File: src/shared/dngp_pkg.sv
// Purpose : constants shared by the dual nibble gpio ports
// Assumes : 8-bit data, 12-bit register address
// Notes   : offsets are the register addresses on the plain port
package dngp_pkg;

    // ------------------------------------------------------------
    // widths
    // ------------------------------------------------------------
    localparam int unsigned ADDR_W = 12;
    localparam int unsigned DATA_W = 8;
    localparam int unsigned PINS   = 4;

    typedef logic [ADDR_W-1:0] dngp_addr_t;
    typedef logic [DATA_W-1:0] dngp_data_t;
    typedef logic [PINS-1:0]   dngp_nib_t;

    // ------------------------------------------------------------
    // register offsets
    // ------------------------------------------------------------
    localparam dngp_addr_t OSC_PORT_OUTPUT_LATCH_OFS    = 12'h000;
    localparam dngp_addr_t IRQ_PORT_OUTPUT_LATCH_OFS    = 12'h001;
    localparam dngp_addr_t OSC_PORT_PIN_READ_OFS        = 12'h00d;
    localparam dngp_addr_t OSC_PORT_DIRECTION_OFS       = 12'h f1a;
    localparam dngp_addr_t IRQ_PORT_DIRECTION_OFS       = 12'hf1b;
    localparam dngp_addr_t OSC_PORT_PULLUP_ENABLE_OFS   = 12'hf27;
    localparam dngp_addr_t OSC_PORT_FUNCTION_SELECT_OFS = 12'hf34;

    // ------------------------------------------------------------
    // reset values
    // ------------------------------------------------------------
    localparam dngp_nib_t  LATCH_RST     = 4'h0;
    localparam dngp_nib_t  DIR_RST       = 4'h0;
    localparam dngp_nib_t  PULLUP_RST    = 4'h0;
    localparam logic       FUNC_SEL_RST  = 1'h0;
    localparam dngp_data_t READ_IDLE     = 8'h00;

    // ------------------------------------------------------------
    // field positions
    // ------------------------------------------------------------
    localparam int unsigned HF_INPUT_FUNCTION_SELECT_BIT = 0;
    localparam int unsigned LF_INPUT_FUNCTION_SELECT_BIT = 2;
    localparam int unsigned HF_IN_PIN   = 0;
    localparam int unsigned HF_OUT_PIN  = 1;
    localparam int unsigned LF_IN_PIN   = 2;
    localparam int unsigned LF_OUT_PIN  = 3;
    localparam int unsigned RESET_PIN   = 0;
    localparam int unsigned EXT_INTERRUPT_FIVE_PIN    = 1;
    localparam int unsigned EXT_INTERRUPT_ZERO_PIN    = 2;
    localparam int unsigned EXT_INTERRUPT_ONE_PIN    = 3;

endpackage

File: src/hdl/dngp_pin_cell.sv
// Purpose : registered drive, enable and pull-up for one 4-bit port
// Assumes : enable and pull terms already qualified by the caller
// Notes   : oe_b low means the pin is driven
`timescale 1ns/100ps
module dngp_pin_cell (
    input  wire logic              clk_i,
    input  wire logic              rst_b_i,
    input  wire dngp_pkg::dngp_nib_t drive_en_i,
    input  wire dngp_pkg::dngp_nib_t data_i,
    input  wire dngp_pkg::dngp_nib_t pull_i,
    output dngp_pkg::dngp_nib_t      pad_o,
    output dngp_pkg::dngp_nib_t      pad_oe_b_o,
    output dngp_pkg::dngp_nib_t      pullup_o
);
    import dngp_pkg::*;

    typedef struct packed {
        dngp_nib_t pad;
        dngp_nib_t oe_b;
        dngp_nib_t pull;
    } dngp_cell_s;

    dngp_cell_s st_q;
    dngp_cell_s st_d;

    // ------------------------------------------------------------
    // per-pin drive
    // ------------------------------------------------------------
    always_comb begin
        st_d = st_q;
        for (int i = 0; i < PINS; i++) begin
            st_d.pad[i]  = drive_en_i[i] & data_i[i];
            st_d.oe_b[i] = ~drive_en_i[i];
            st_d.pull[i] = pull_i[i];
        end
    end

    always_ff @(posedge clk_i or negedge rst_b_i) begin
        if (!rst_b_i) begin
            st_q.pad  <= 4'h0;
            st_q.oe_b <= 4'hf;
            st_q.pull <= 4'h0;
        end else begin
            st_q <= st_d;
        end
    end

    assign pad_o      = st_q.pad;
    assign pad_oe_b_o = st_q.oe_b;
    assign pullup_o   = st_q.pull;

endmodule

File: src/hdl/dngp_top.sv
// Purpose : oscillator port and interrupt port, registers and pin logic
// Assumes : pins are synchronous to clk_i; software on the plain register port
// Notes   : read data stand one cycle after the read strobe
// How it works
// - oscillator port has four pins, each with its own direction bit
// - oscillator pins 0/1 serve high-frequency clock, pins 2/3 low-frequency clock
// - latch bit drives pin low or high only while pin is output
// - direction 0 is input, 1 is output from latch; reset to 0
// - select bit 0 takes pin 0, bit 2 takes pin 2 as clock input
// - oscillator enable written 1 with high-frequency select 0 raises clock reset
// - pin read bits 0/1 show pin only if select 0 and input
// - pin read bits 2/3 show pin only if select bit 2 is 0 and input
// - interrupt port has four directed pins with interrupt, release and reset uses
// - after any reset interrupt port pin 0 is the external reset input
// - input pins 3,2,1 feed interrupt one, zero, five and stop release
// - interrupt port latch has four writable bits reset 0, driving output pins
`timescale 1ns/100ps
module dngp_top (
    input  wire logic                 clk_i,
    input  wire logic                 rst_b_i,
    input  wire dngp_pkg::dngp_addr_t reg_addr_i,
    input  wire dngp_pkg::dngp_data_t reg_wdata_i,
    input  wire logic                 reg_wr_i,
    input  wire logic                 reg_rd_i,
    output dngp_pkg::dngp_data_t      reg_rdata_o,
    input  wire logic                 external_osc_enable_wr_i,
    input  wire logic                 external_osc_enable_wdata_i,
    output logic                      sys_clk_reset_o,
    input  wire logic                 reset_pin_release_i,
    input  wire dngp_pkg::dngp_nib_t  oscillator_port_pin_i,
    output dngp_pkg::dngp_nib_t       oscillator_port_pin_o,
    output dngp_pkg::dngp_nib_t       oscillator_port_pin_oe_b_o,
    output dngp_pkg::dngp_nib_t       oscillator_port_pullup_o,
    output logic                      hf_clock_input_pin_o,
    output logic                      lf_clock_input_pin_o,
    output logic                      hf_osc_pins_claimed_o,
    output logic                      lf_osc_pins_claimed_o,
    input  wire dngp_pkg::dngp_nib_t  interrupt_port_pin_i,
    output dngp_pkg::dngp_nib_t       interrupt_port_pin_o,
    output dngp_pkg::dngp_nib_t       interrupt_port_pin_oe_b_o,
    output logic                      ext_reset_b_o,
    output logic                      ext_interrupt_zero_o,
    output logic                      ext_interrupt_one_o,
    output logic                      ext_interrupt_five_o,
    output logic                      stop_release_o
);
    import dngp_pkg::*;

    // ------------------------------------------------------------
    // state
    // ------------------------------------------------------------
    typedef struct packed {
        dngp_nib_t  osc_latch;
        dngp_nib_t  irq_latch;
        dngp_nib_t  osc_dir;
        dngp_nib_t  irq_dir;
        dngp_nib_t  osc_pullup;
        logic       hf_sel;
        logic       lf_sel;
        logic       reset_func;
        dngp_data_t rdata;
        logic       clk_reset;
        logic       hf_clk;
        logic       lf_clk;
        logic       hf_claim;
        logic       lf_claim;
        logic       ext_rst_b;
        logic       ext_interrupt_zero;
        logic       ext_interrupt_one;
        logic       ext_interrupt_five;
        logic       stop_rel;
    } dngp_state_s;

    dngp_state_s st_q;
    dngp_state_s st_d;

    dngp_nib_t osc_func_mask;
    dngp_nib_t osc_drive_en;
    dngp_nib_t osc_pull;
    dngp_nib_t irq_drive_en;
    dngp_nib_t osc_read_ok;
    dngp_nib_t pin_read_val;
    dngp_data_t fsel_val;

    // ------------------------------------------------------------
    // pin qualification
    // ------------------------------------------------------------
    always_comb begin
        osc_func_mask = 4'h0;
        osc_func_mask[HF_IN_PIN]  = st_q.hf_sel;
        osc_func_mask[HF_OUT_PIN] = st_q.hf_sel;
        osc_func_mask[LF_IN_PIN]  = st_q.lf_sel;
        osc_func_mask[LF_OUT_PIN] = st_q.lf_sel;
    end

    genvar g;
    generate
        for (g = 0; g < PINS; g++) begin : g_pin
            assign osc_drive_en[g] = st_q.osc_dir[g] & ~osc_func_mask[g];
            assign osc_pull[g]     = st_q.osc_pullup[g] & ~st_q.osc_dir[g]
                                   & ~osc_func_mask[g];
            assign osc_read_ok[g]  = ~st_q.osc_dir[g] & ~osc_func_mask[g];
            assign pin_read_val[g] = osc_read_ok[g] & oscillator_port_pin_i[g];
            if (g == RESET_PIN) begin : g_rst
                assign irq_drive_en[g] = st_q.irq_dir[g] & ~st_q.reset_func;
            end else begin : g_gp
                assign irq_drive_en[g] = st_q.irq_dir[g];
            end
        end
    endgenerate

    always_comb begin
        fsel_val = 8'h00;
        fsel_val[HF_INPUT_FUNCTION_SELECT_BIT] = st_q.hf_sel;
        fsel_val[LF_INPUT_FUNCTION_SELECT_BIT] = st_q.lf_sel;
    end

    // ------------------------------------------------------------
    // next state
    // ------------------------------------------------------------
    always_comb begin
        st_d = st_q;

        // register writes, upper bits dropped
        if (reg_wr_i) begin
            if (reg_addr_i == OSC_PORT_OUTPUT_LATCH_OFS) begin
                st_d.osc_latch = reg_wdata_i[PINS-1:0];
            end else if (reg_addr_i == IRQ_PORT_OUTPUT_LATCH_OFS) begin
                st_d.irq_latch = reg_wdata_i[PINS-1:0];
            end else if (reg_addr_i == OSC_PORT_DIRECTION_OFS) begin
                st_d.osc_dir = reg_wdata_i[PINS-1:0];
            end else if (reg_addr_i == IRQ_PORT_DIRECTION_OFS) begin
                st_d.irq_dir = reg_wdata_i[PINS-1:0];
            end else if (reg_addr_i == OSC_PORT_PULLUP_ENABLE_OFS) begin
                st_d.osc_pullup = reg_wdata_i[PINS-1:0];
            end else if (reg_addr_i == OSC_PORT_FUNCTION_SELECT_OFS) begin
                st_d.hf_sel = reg_wdata_i[HF_INPUT_FUNCTION_SELECT_BIT];
                st_d.lf_sel = reg_wdata_i[LF_INPUT_FUNCTION_SELECT_BIT];
            end
        end

        // register reads, answer in the next cycle only
        st_d.rdata = READ_IDLE;
        if (reg_rd_i) begin
            if (reg_addr_i == OSC_PORT_OUTPUT_LATCH_OFS) begin
                st_d.rdata = {4'h0, st_q.osc_latch};
            end else if (reg_addr_i == IRQ_PORT_OUTPUT_LATCH_OFS) begin
                st_d.rdata = {4'h0, st_q.irq_latch};
            end else if (reg_addr_i == OSC_PORT_PIN_READ_OFS) begin
                st_d.rdata = {4'h0, pin_read_val};
            end else if (reg_addr_i == OSC_PORT_DIRECTION_OFS) begin
                st_d.rdata = {4'h0, st_q.osc_dir};
            end else if (reg_addr_i == IRQ_PORT_DIRECTION_OFS) begin
                st_d.rdata = {4'h0, st_q.irq_dir};
            end else if (reg_addr_i == OSC_PORT_PULLUP_ENABLE_OFS) begin
                st_d.rdata = {4'h0, st_q.osc_pullup};
            end else if (reg_addr_i == OSC_PORT_FUNCTION_SELECT_OFS) begin
                st_d.rdata = fsel_val;
            end
        end

        // bad oscillator enable order; software is expected to avoid it
        st_d.clk_reset = external_osc_enable_wr_i & external_osc_enable_wdata_i
                       & ~st_q.hf_sel;

        // reset pin hand-over to port use
        if (reset_pin_release_i) begin
            st_d.reset_func = 1'b0;
        end

        // oscillator inputs and pin claim
        st_d.hf_clk   = st_q.hf_sel & oscillator_port_pin_i[HF_IN_PIN];
        st_d.lf_clk   = st_q.lf_sel & oscillator_port_pin_i[LF_IN_PIN];
        st_d.hf_claim = st_q.hf_sel;
        st_d.lf_claim = st_q.lf_sel;

        // interrupt port secondary inputs
        st_d.ext_rst_b = ~st_q.reset_func | interrupt_port_pin_i[RESET_PIN];
        st_d.ext_interrupt_one      = ~st_q.irq_dir[EXT_INTERRUPT_ONE_PIN] & interrupt_port_pin_i[EXT_INTERRUPT_ONE_PIN];
        st_d.ext_interrupt_zero      = ~st_q.irq_dir[EXT_INTERRUPT_ZERO_PIN] & interrupt_port_pin_i[EXT_INTERRUPT_ZERO_PIN];
        st_d.ext_interrupt_five      = ~st_q.irq_dir[EXT_INTERRUPT_FIVE_PIN] & interrupt_port_pin_i[EXT_INTERRUPT_FIVE_PIN];
        st_d.stop_rel  = ~st_q.irq_dir[EXT_INTERRUPT_FIVE_PIN] & interrupt_port_pin_i[EXT_INTERRUPT_FIVE_PIN];
    end

    // ------------------------------------------------------------
    // registers
    // ------------------------------------------------------------
    always_ff @(posedge clk_i or negedge rst_b_i) begin
        if (!rst_b_i) begin
            st_q.osc_latch  <= LATCH_RST;
            st_q.irq_latch  <= LATCH_RST;
            st_q.osc_dir    <= DIR_RST;
            st_q.irq_dir    <= DIR_RST;
            st_q.osc_pullup <= PULLUP_RST;
            st_q.hf_sel     <= FUNC_SEL_RST;
            st_q.lf_sel     <= FUNC_SEL_RST;
            st_q.reset_func <= 1'b1;
            st_q.rdata      <= READ_IDLE;
            st_q.clk_reset  <= 1'b0;
            st_q.hf_clk     <= 1'b0;
            st_q.lf_clk     <= 1'b0;
            st_q.hf_claim   <= 1'b0;
            st_q.lf_claim   <= 1'b0;
            st_q.ext_rst_b  <= 1'b1;
            st_q.ext_interrupt_zero       <= 1'b0;
            st_q.ext_interrupt_one       <= 1'b0;
            st_q.ext_interrupt_five       <= 1'b0;
            st_q.stop_rel   <= 1'b0;
        end else begin
            st_q <= st_d;
        end
    end

    // ------------------------------------------------------------
    // pin drivers
    // ------------------------------------------------------------
    dngp_pin_cell u_osc_cell (
        .clk_i      (clk_i),
        .rst_b_i    (rst_b_i),
        .drive_en_i (osc_drive_en),
        .data_i     (st_q.osc_latch),
        .pull_i     (osc_pull),
        .pad_o      (oscillator_port_pin_o),
        .pad_oe_b_o (oscillator_port_pin_oe_b_o),
        .pullup_o   (oscillator_port_pullup_o)
    );

    dngp_pin_cell u_irq_cell (
        .clk_i      (clk_i),
        .rst_b_i    (rst_b_i),
        .drive_en_i (irq_drive_en),
        .data_i     (st_q.irq_latch),
        .pull_i     (4'h0),
        .pad_o      (interrupt_port_pin_o),
        .pad_oe_b_o (interrupt_port_pin_oe_b_o),
        .pullup_o   ()
    );

    // ------------------------------------------------------------
    // outputs
    // ------------------------------------------------------------
    assign reg_rdata_o           = st_q.rdata;
    assign sys_clk_reset_o       = st_q.clk_reset;
    assign hf_clock_input_pin_o  = st_q.hf_clk;
    assign lf_clock_input_pin_o  = st_q.lf_clk;
    assign hf_osc_pins_claimed_o = st_q.hf_claim;
    assign lf_osc_pins_claimed_o = st_q.lf_claim;
    assign ext_reset_b_o         = st_q.ext_rst_b;
    assign ext_interrupt_zero_o  = st_q.ext_interrupt_zero;
    assign ext_interrupt_one_o   = st_q.ext_interrupt_one;
    assign ext_interrupt_five_o  = st_q.ext_interrupt_five;
    assign stop_release_o        = st_q.stop_rel;

endmodule

File: config.mk
export PLATFORM = sky130hd
export DESIGN_NAME = dngp_top
export DESIGN_NICKNAME = d
export VERILOG_FILES = /design/src/shared/dngp_pkg.sv /design/src/hdl/dngp_pin_cell.sv /design/src/hdl/dngp_top.sv
export SDC_FILE = /design/constraint.sdc
export NUM_CORES = 1
export LEC_CHECK = 0
export BUFFER_PORTS_ARGS = -buffer_cell sky130_fd_sc_hd__buf_2
export CAP_MARGIN = 40
export CELL_PAD_IN_SITES_DETAIL_PLACEMENT = 1
export CELL_PAD_IN_SITES_GLOBAL_PLACEMENT = 1
export CORE_ASPECT_RATIO = 0.75
export CORE_UTILIZATION = 43
export DETAILED_ROUTE_END_ITERATION = 10
export GPL_TIMING_DRIVEN = 0
export PLACE_DENSITY_LB_ADDON = 0.05
export SETUP_SLACK_MARGIN = 0.15
export SLEW_MARGIN = 20
export SYNTH_ARGS = -nofsm -noshare
export SYNTH_HDL_FRONTEND = slang
export SYNTH_SLANG_ARGS = --single-unit
File: constraint.sdc
create_clock -name clk_i -period 2.7 [get_ports clk_i]
set_clock_uncertainty 0.2 [all_clocks]
set_input_delay 0.54 -clock clk_i [delete_from_list [all_inputs] [get_ports clk_i]]
set_output_delay 0.54 -clock clk_i [all_outputs]
set_load 0.01 [all_outputs]
==> key figures <==
Run status
  • Run status: finished, final reports clean

Timing
  • Number of hold violations in the final report: 0
  • Final-report setup violation count: 0
  • Pins over their slew limit: 0
  • Min Hold Slack: 0.0734 ns
  • Relative slew slack: 54.2%
  • FMAX: around 490 MHz
  • Final critical-path required period: slightly above 2 ns
  • Share of the clock period used by the worst path: 74.8%
  • Total negative setup slack: 0 ns
  • RSZ-0062 raised after global routing: false
  • Worst slew pin tran: around 0.69 ns
  • Worst Slack Setup Final: ~0.68 ns

Yosys
  • Mean instance size in the synthesized netlist: 11.8 µm²
  • Post-Synthesis Cell Area: between 2000 and 2500 µm²
  • Distinct cell type count of the synthesized netlist: 35
  • Fraction of the yosys area taken by sequential cells: between 50 and 60%
  • Synthesized-area fraction occupied by and/or/nand/nor cells: 20.1%
  • Top_reg_cell synth: dfrtp_1
  • Area share of fa/ha/maj cells after synthesis: 0%
  • XOR/XNOR share of the synthesized area: 0%
  • Multiplexer area fraction after synthesis: between 10% and 20%
  • EDFF count, synth: 0
  • Count of mapped cells out of synthesis: 210
  • Share of async-settable or async-resettable flops after synthesis: 100%
  • Largest family of logic cells by synthesized area: simple AND/OR/NAND/NOR gates
  • Number of warning messages in the yosys log: 0
  • Post-synthesis compound-gate area fraction: under 10%
  • Number of flip-flops and latches in the synthesized netlist: between 50 and 60

Setup path
  • Critical path's largest stage delay: 0.39 ns
  • Type of element capturing the critical path: register
  • Critical path type: in -> reg
  • CP cell instances: buf_2, nand4b_1, nor2_1, nand4_1, mux2_2
  • Crit path max fanout: 9
  • Data arrival time of the worst path: between 2 and 2.5 ns
  • Cell depth of the worst flop-to-flop path: 5
  • Required arrival time at the worst endpoint: around 2.7 ns
  • CP max stage cell: mux2_2
  • Worst setup SP type: primary input

Place
  • Placer Congestion: 0.795
  • Number of port buffers: 61
  • Detail Placement HPWL: between 4 and 5 mm
  • Worst setup timing slack at the placement stage: slightly above 0.4 ns

Route
  • Router iterations before antenna repair: 4
  • DRT Wirelength: 5.76 mm
  • Detailed Route Iter0 Violations: between 70 and 80
  • Final antenna-violating net count: 0
  • Via-per-instance ratio: just over 5
  • DRC: 0
  • Average wire length per cell after detail routing: approximately 16 µm
  • Via count of the routed design: 1,832

GRT
  • Remaining Overflow, GRT: 0
  • Total Routing Usage GR: 20.4%
  • Number of antenna violations at the first check in global routing: 0
  • Wire length of the first global-routing pass: between 9 and 10 mm
  • Largest net degree at the start of global routing: 57
  • Number of global-route vias before repair: 1,840

Clock tree
  • Clock Pin Slew Worst Setup and Hold Paths: approximately 0.09 ns
  • H-tree levels: 2
  • TritonCTS Buffers: 5
  • Quantity of hold-fixing buffers added after cts: 0
  • Worst-Skew Late Latency: 0.30 ns
  • CTS sink cnt: 56
  • CTS tree: yes
  • Number of buffers on the longest clock path: 2
  • Number of buffers inserted to repair setup after CTS: 0
  • CTS Root Cell: clkbuf_8
  • Post-CTS Resized: 0

Floorplan
  • Die span in y: just under 70 µm
  • Num rows: 23
  • Initial Utilization: a little under half
  • Core outline area: around 5500 µm²
  • Total Die Area: about 6000 µm²
  • X dimension of the die: 89.8 µm
  • I/O pin total: 73

Cells and area
  • Fill cells: ~630
  • Count of nets after finishing: 316
  • Area occupied by multi-input gates: 927 µm²
  • Area Overhead vs Synth: 20.2%
  • Fraction of final layout cells with drive strength greater than 1: a little over two fifths
  • Area used by sequential logic in the layout: ~1400 µm²
  • Number of diodes: 0

Power and ir drop
  • Register share of total power: 59.5%
  • Static power due to leakage: approximately 1.4 nW
  • Share of power burned in the clock network: ~33%
  • Switch share: a little under a quarter
  • Power density relative to cell area: 477 nW/µm²
  • Worst VDD drop: 0.000396 V
  • Comb power frac: ~8.0%
  • Net switching power: approximately 0.33 mW
  • Internal power of the cells: 1.10 mW
  • Total power consumption of the routed design: 1.42 mW

Job
  • Max-Cap Viols: 0

Worst hold path
  • Hold WC Path Type: in -> async
## registers in the layout, indices dropped and copies added (netlist names)
signal and count:
ext_interrupt_one_o 1, ext_interrupt_zero_o 1, ext_reset_b_o 1, fsel_val 2, hf_clock_input_pin_o 1, hf_osc_pins_claimed_o 1, irq_drive_en 3, lf_clock_input_pin_o 1
lf_osc_pins_claimed_o 1, reg_rdata_o 4, st_q 18, stop_release_o 1, sys_clk_reset_o 1, u_irq_cell.pad_o 4, u_irq_cell.pad_oe_b_o 4, u_osc_cell.pad_o 4
u_osc_cell.pad_oe_b_o 4, u_osc_cell.pullup_o 4
## routing by layer
layer  vias up  routed length (µm)  global-route usage (%)  share of wire, %
met4         0                  69                    6.97               1.2
met1       907                2940                    28.6                51
met5         -                   0                       0                 0
li1        860                   -                       -                 -
met2        58                2470                    31.5                43
met3         7                 283                    4.67               4.9
## cell usage in the layout, fill, tap and decap left out, drive strengths merged, types with 3 or more instances in the layout
cell and n:
a21oi 9, and2 4, and3 3, buf 75, clkbuf 11, conb 4, dfrtp 46, dfstp 10
inv 12, mux2 22, mux2i 3, nand2 4, nand2b 7, nand4 6, nand4b 4, nor2 15
nor2b 5, nor3 10, nor3b 4, nor4 3, nor4b 3, o211ai 3, o21ai 10
## synth_stat cells, types with 3 or more instances
cell	number	area share, %
mux2i_1	3	1.2
buf_4	9	2.7
nor2_1	13	2.0
inv_1	12	1.8
nand4_1	5	1.3
mux2_2	22	10
buf_2	4	0.81
nor2b_1	5	1.3
nor3b_1	4	1.2
and3_1	3	0.76
a21oi_1	9	1.8
and2_1	4	1.0
o21ai_0	10	2.0
nor4b_1	3	1.1
o211ai_1	3	0.91
dfstp_2	10	11
nor3_1	8	1.6
nand4b_1	4	1.4
nand2_1	4	0.60
clkbuf_1	3	0.45
dfrtp_1	46	46
nand2b_1	7	1.8
## path summary, 6_finish.rpt
kind	endpoint	startpoint	slack (ns)
hold reg to reg	lf_osc_pins_claimed_o$_DFF_PN0_	fsel_val[2]$_DFFE_PN0P_	0.18
setup reg to reg	reg_rdata_o[2]$_DFF_PN0_	fsel_val[2]$_DFFE_PN0P_	0.90
hold / removal	lf_clock_input_pin_o$_DFF_PN0_	rst_b_i	0.07
max in group asynchronous	st_q[39]$_DFFE_PN0P_	rst_b_i	1.77
setup / recovery	irq_drive_en[3]$_DFFE_PN0P_	reg_addr_i[2]	0.68
min in group clk_i	st_q[18]$_DFFE_PN1P_	reset_pin_release_i	0.14
## cell type report
type	instances	area share, %
plain buffers	17	3.69
clock buffers	8	3.02
inverters	12	1.51
multi-input cells	128	31.0
flip-flops and latches	56	47.3
well taps	75	3.14
repair buffers	61	10.3
## logic make-up after synthesis
group                  Yosys count
AO/OA/AOI/OAI                   24
AND/OR/NAND/NOR                 75
flip-flops                      56
buffers and inverters           29
other                            1
multiplexers                    25
## metrics by stage
stage | instance area, µm² | util [%] | instances
finish | 2990 | 54.6 | 357
global route | 2990 | 54.6 | 357
CTS | 2990 | 54.6 | 357
detailed placement | 2900 | 53.0 | 349
global placement | 2900 | 53.0 | 349
floorplan | 2500 | - | 213
## critical path, delay by kind of cell
kind	cells	cell delay (ns)
and+or+nand+nor	3	0.92
muxes	1	0.39
buffers and inverters	1	0.16
## power groups by stage
| stage | Sequential [mW] | Combinational (mW) | Clock (mW) |
|---|---|---|---|
| 2_1_floorplan | 0.865 | 0.0478 | 0 |
| 3_3_place_gp | 0.863 | 0.112 | 0 |
| 3_5_place_dp | 0.863 | 0.114 | 0 |
| 4_1_cts | 0.847 | 0.114 | 0.477 |
| 5_1_grt | 0.848 | 0.126 | 0.501 |
| 6_report | 0.847 | 0.114 | 0.463 |
Power figures use the tool's default switching activity.
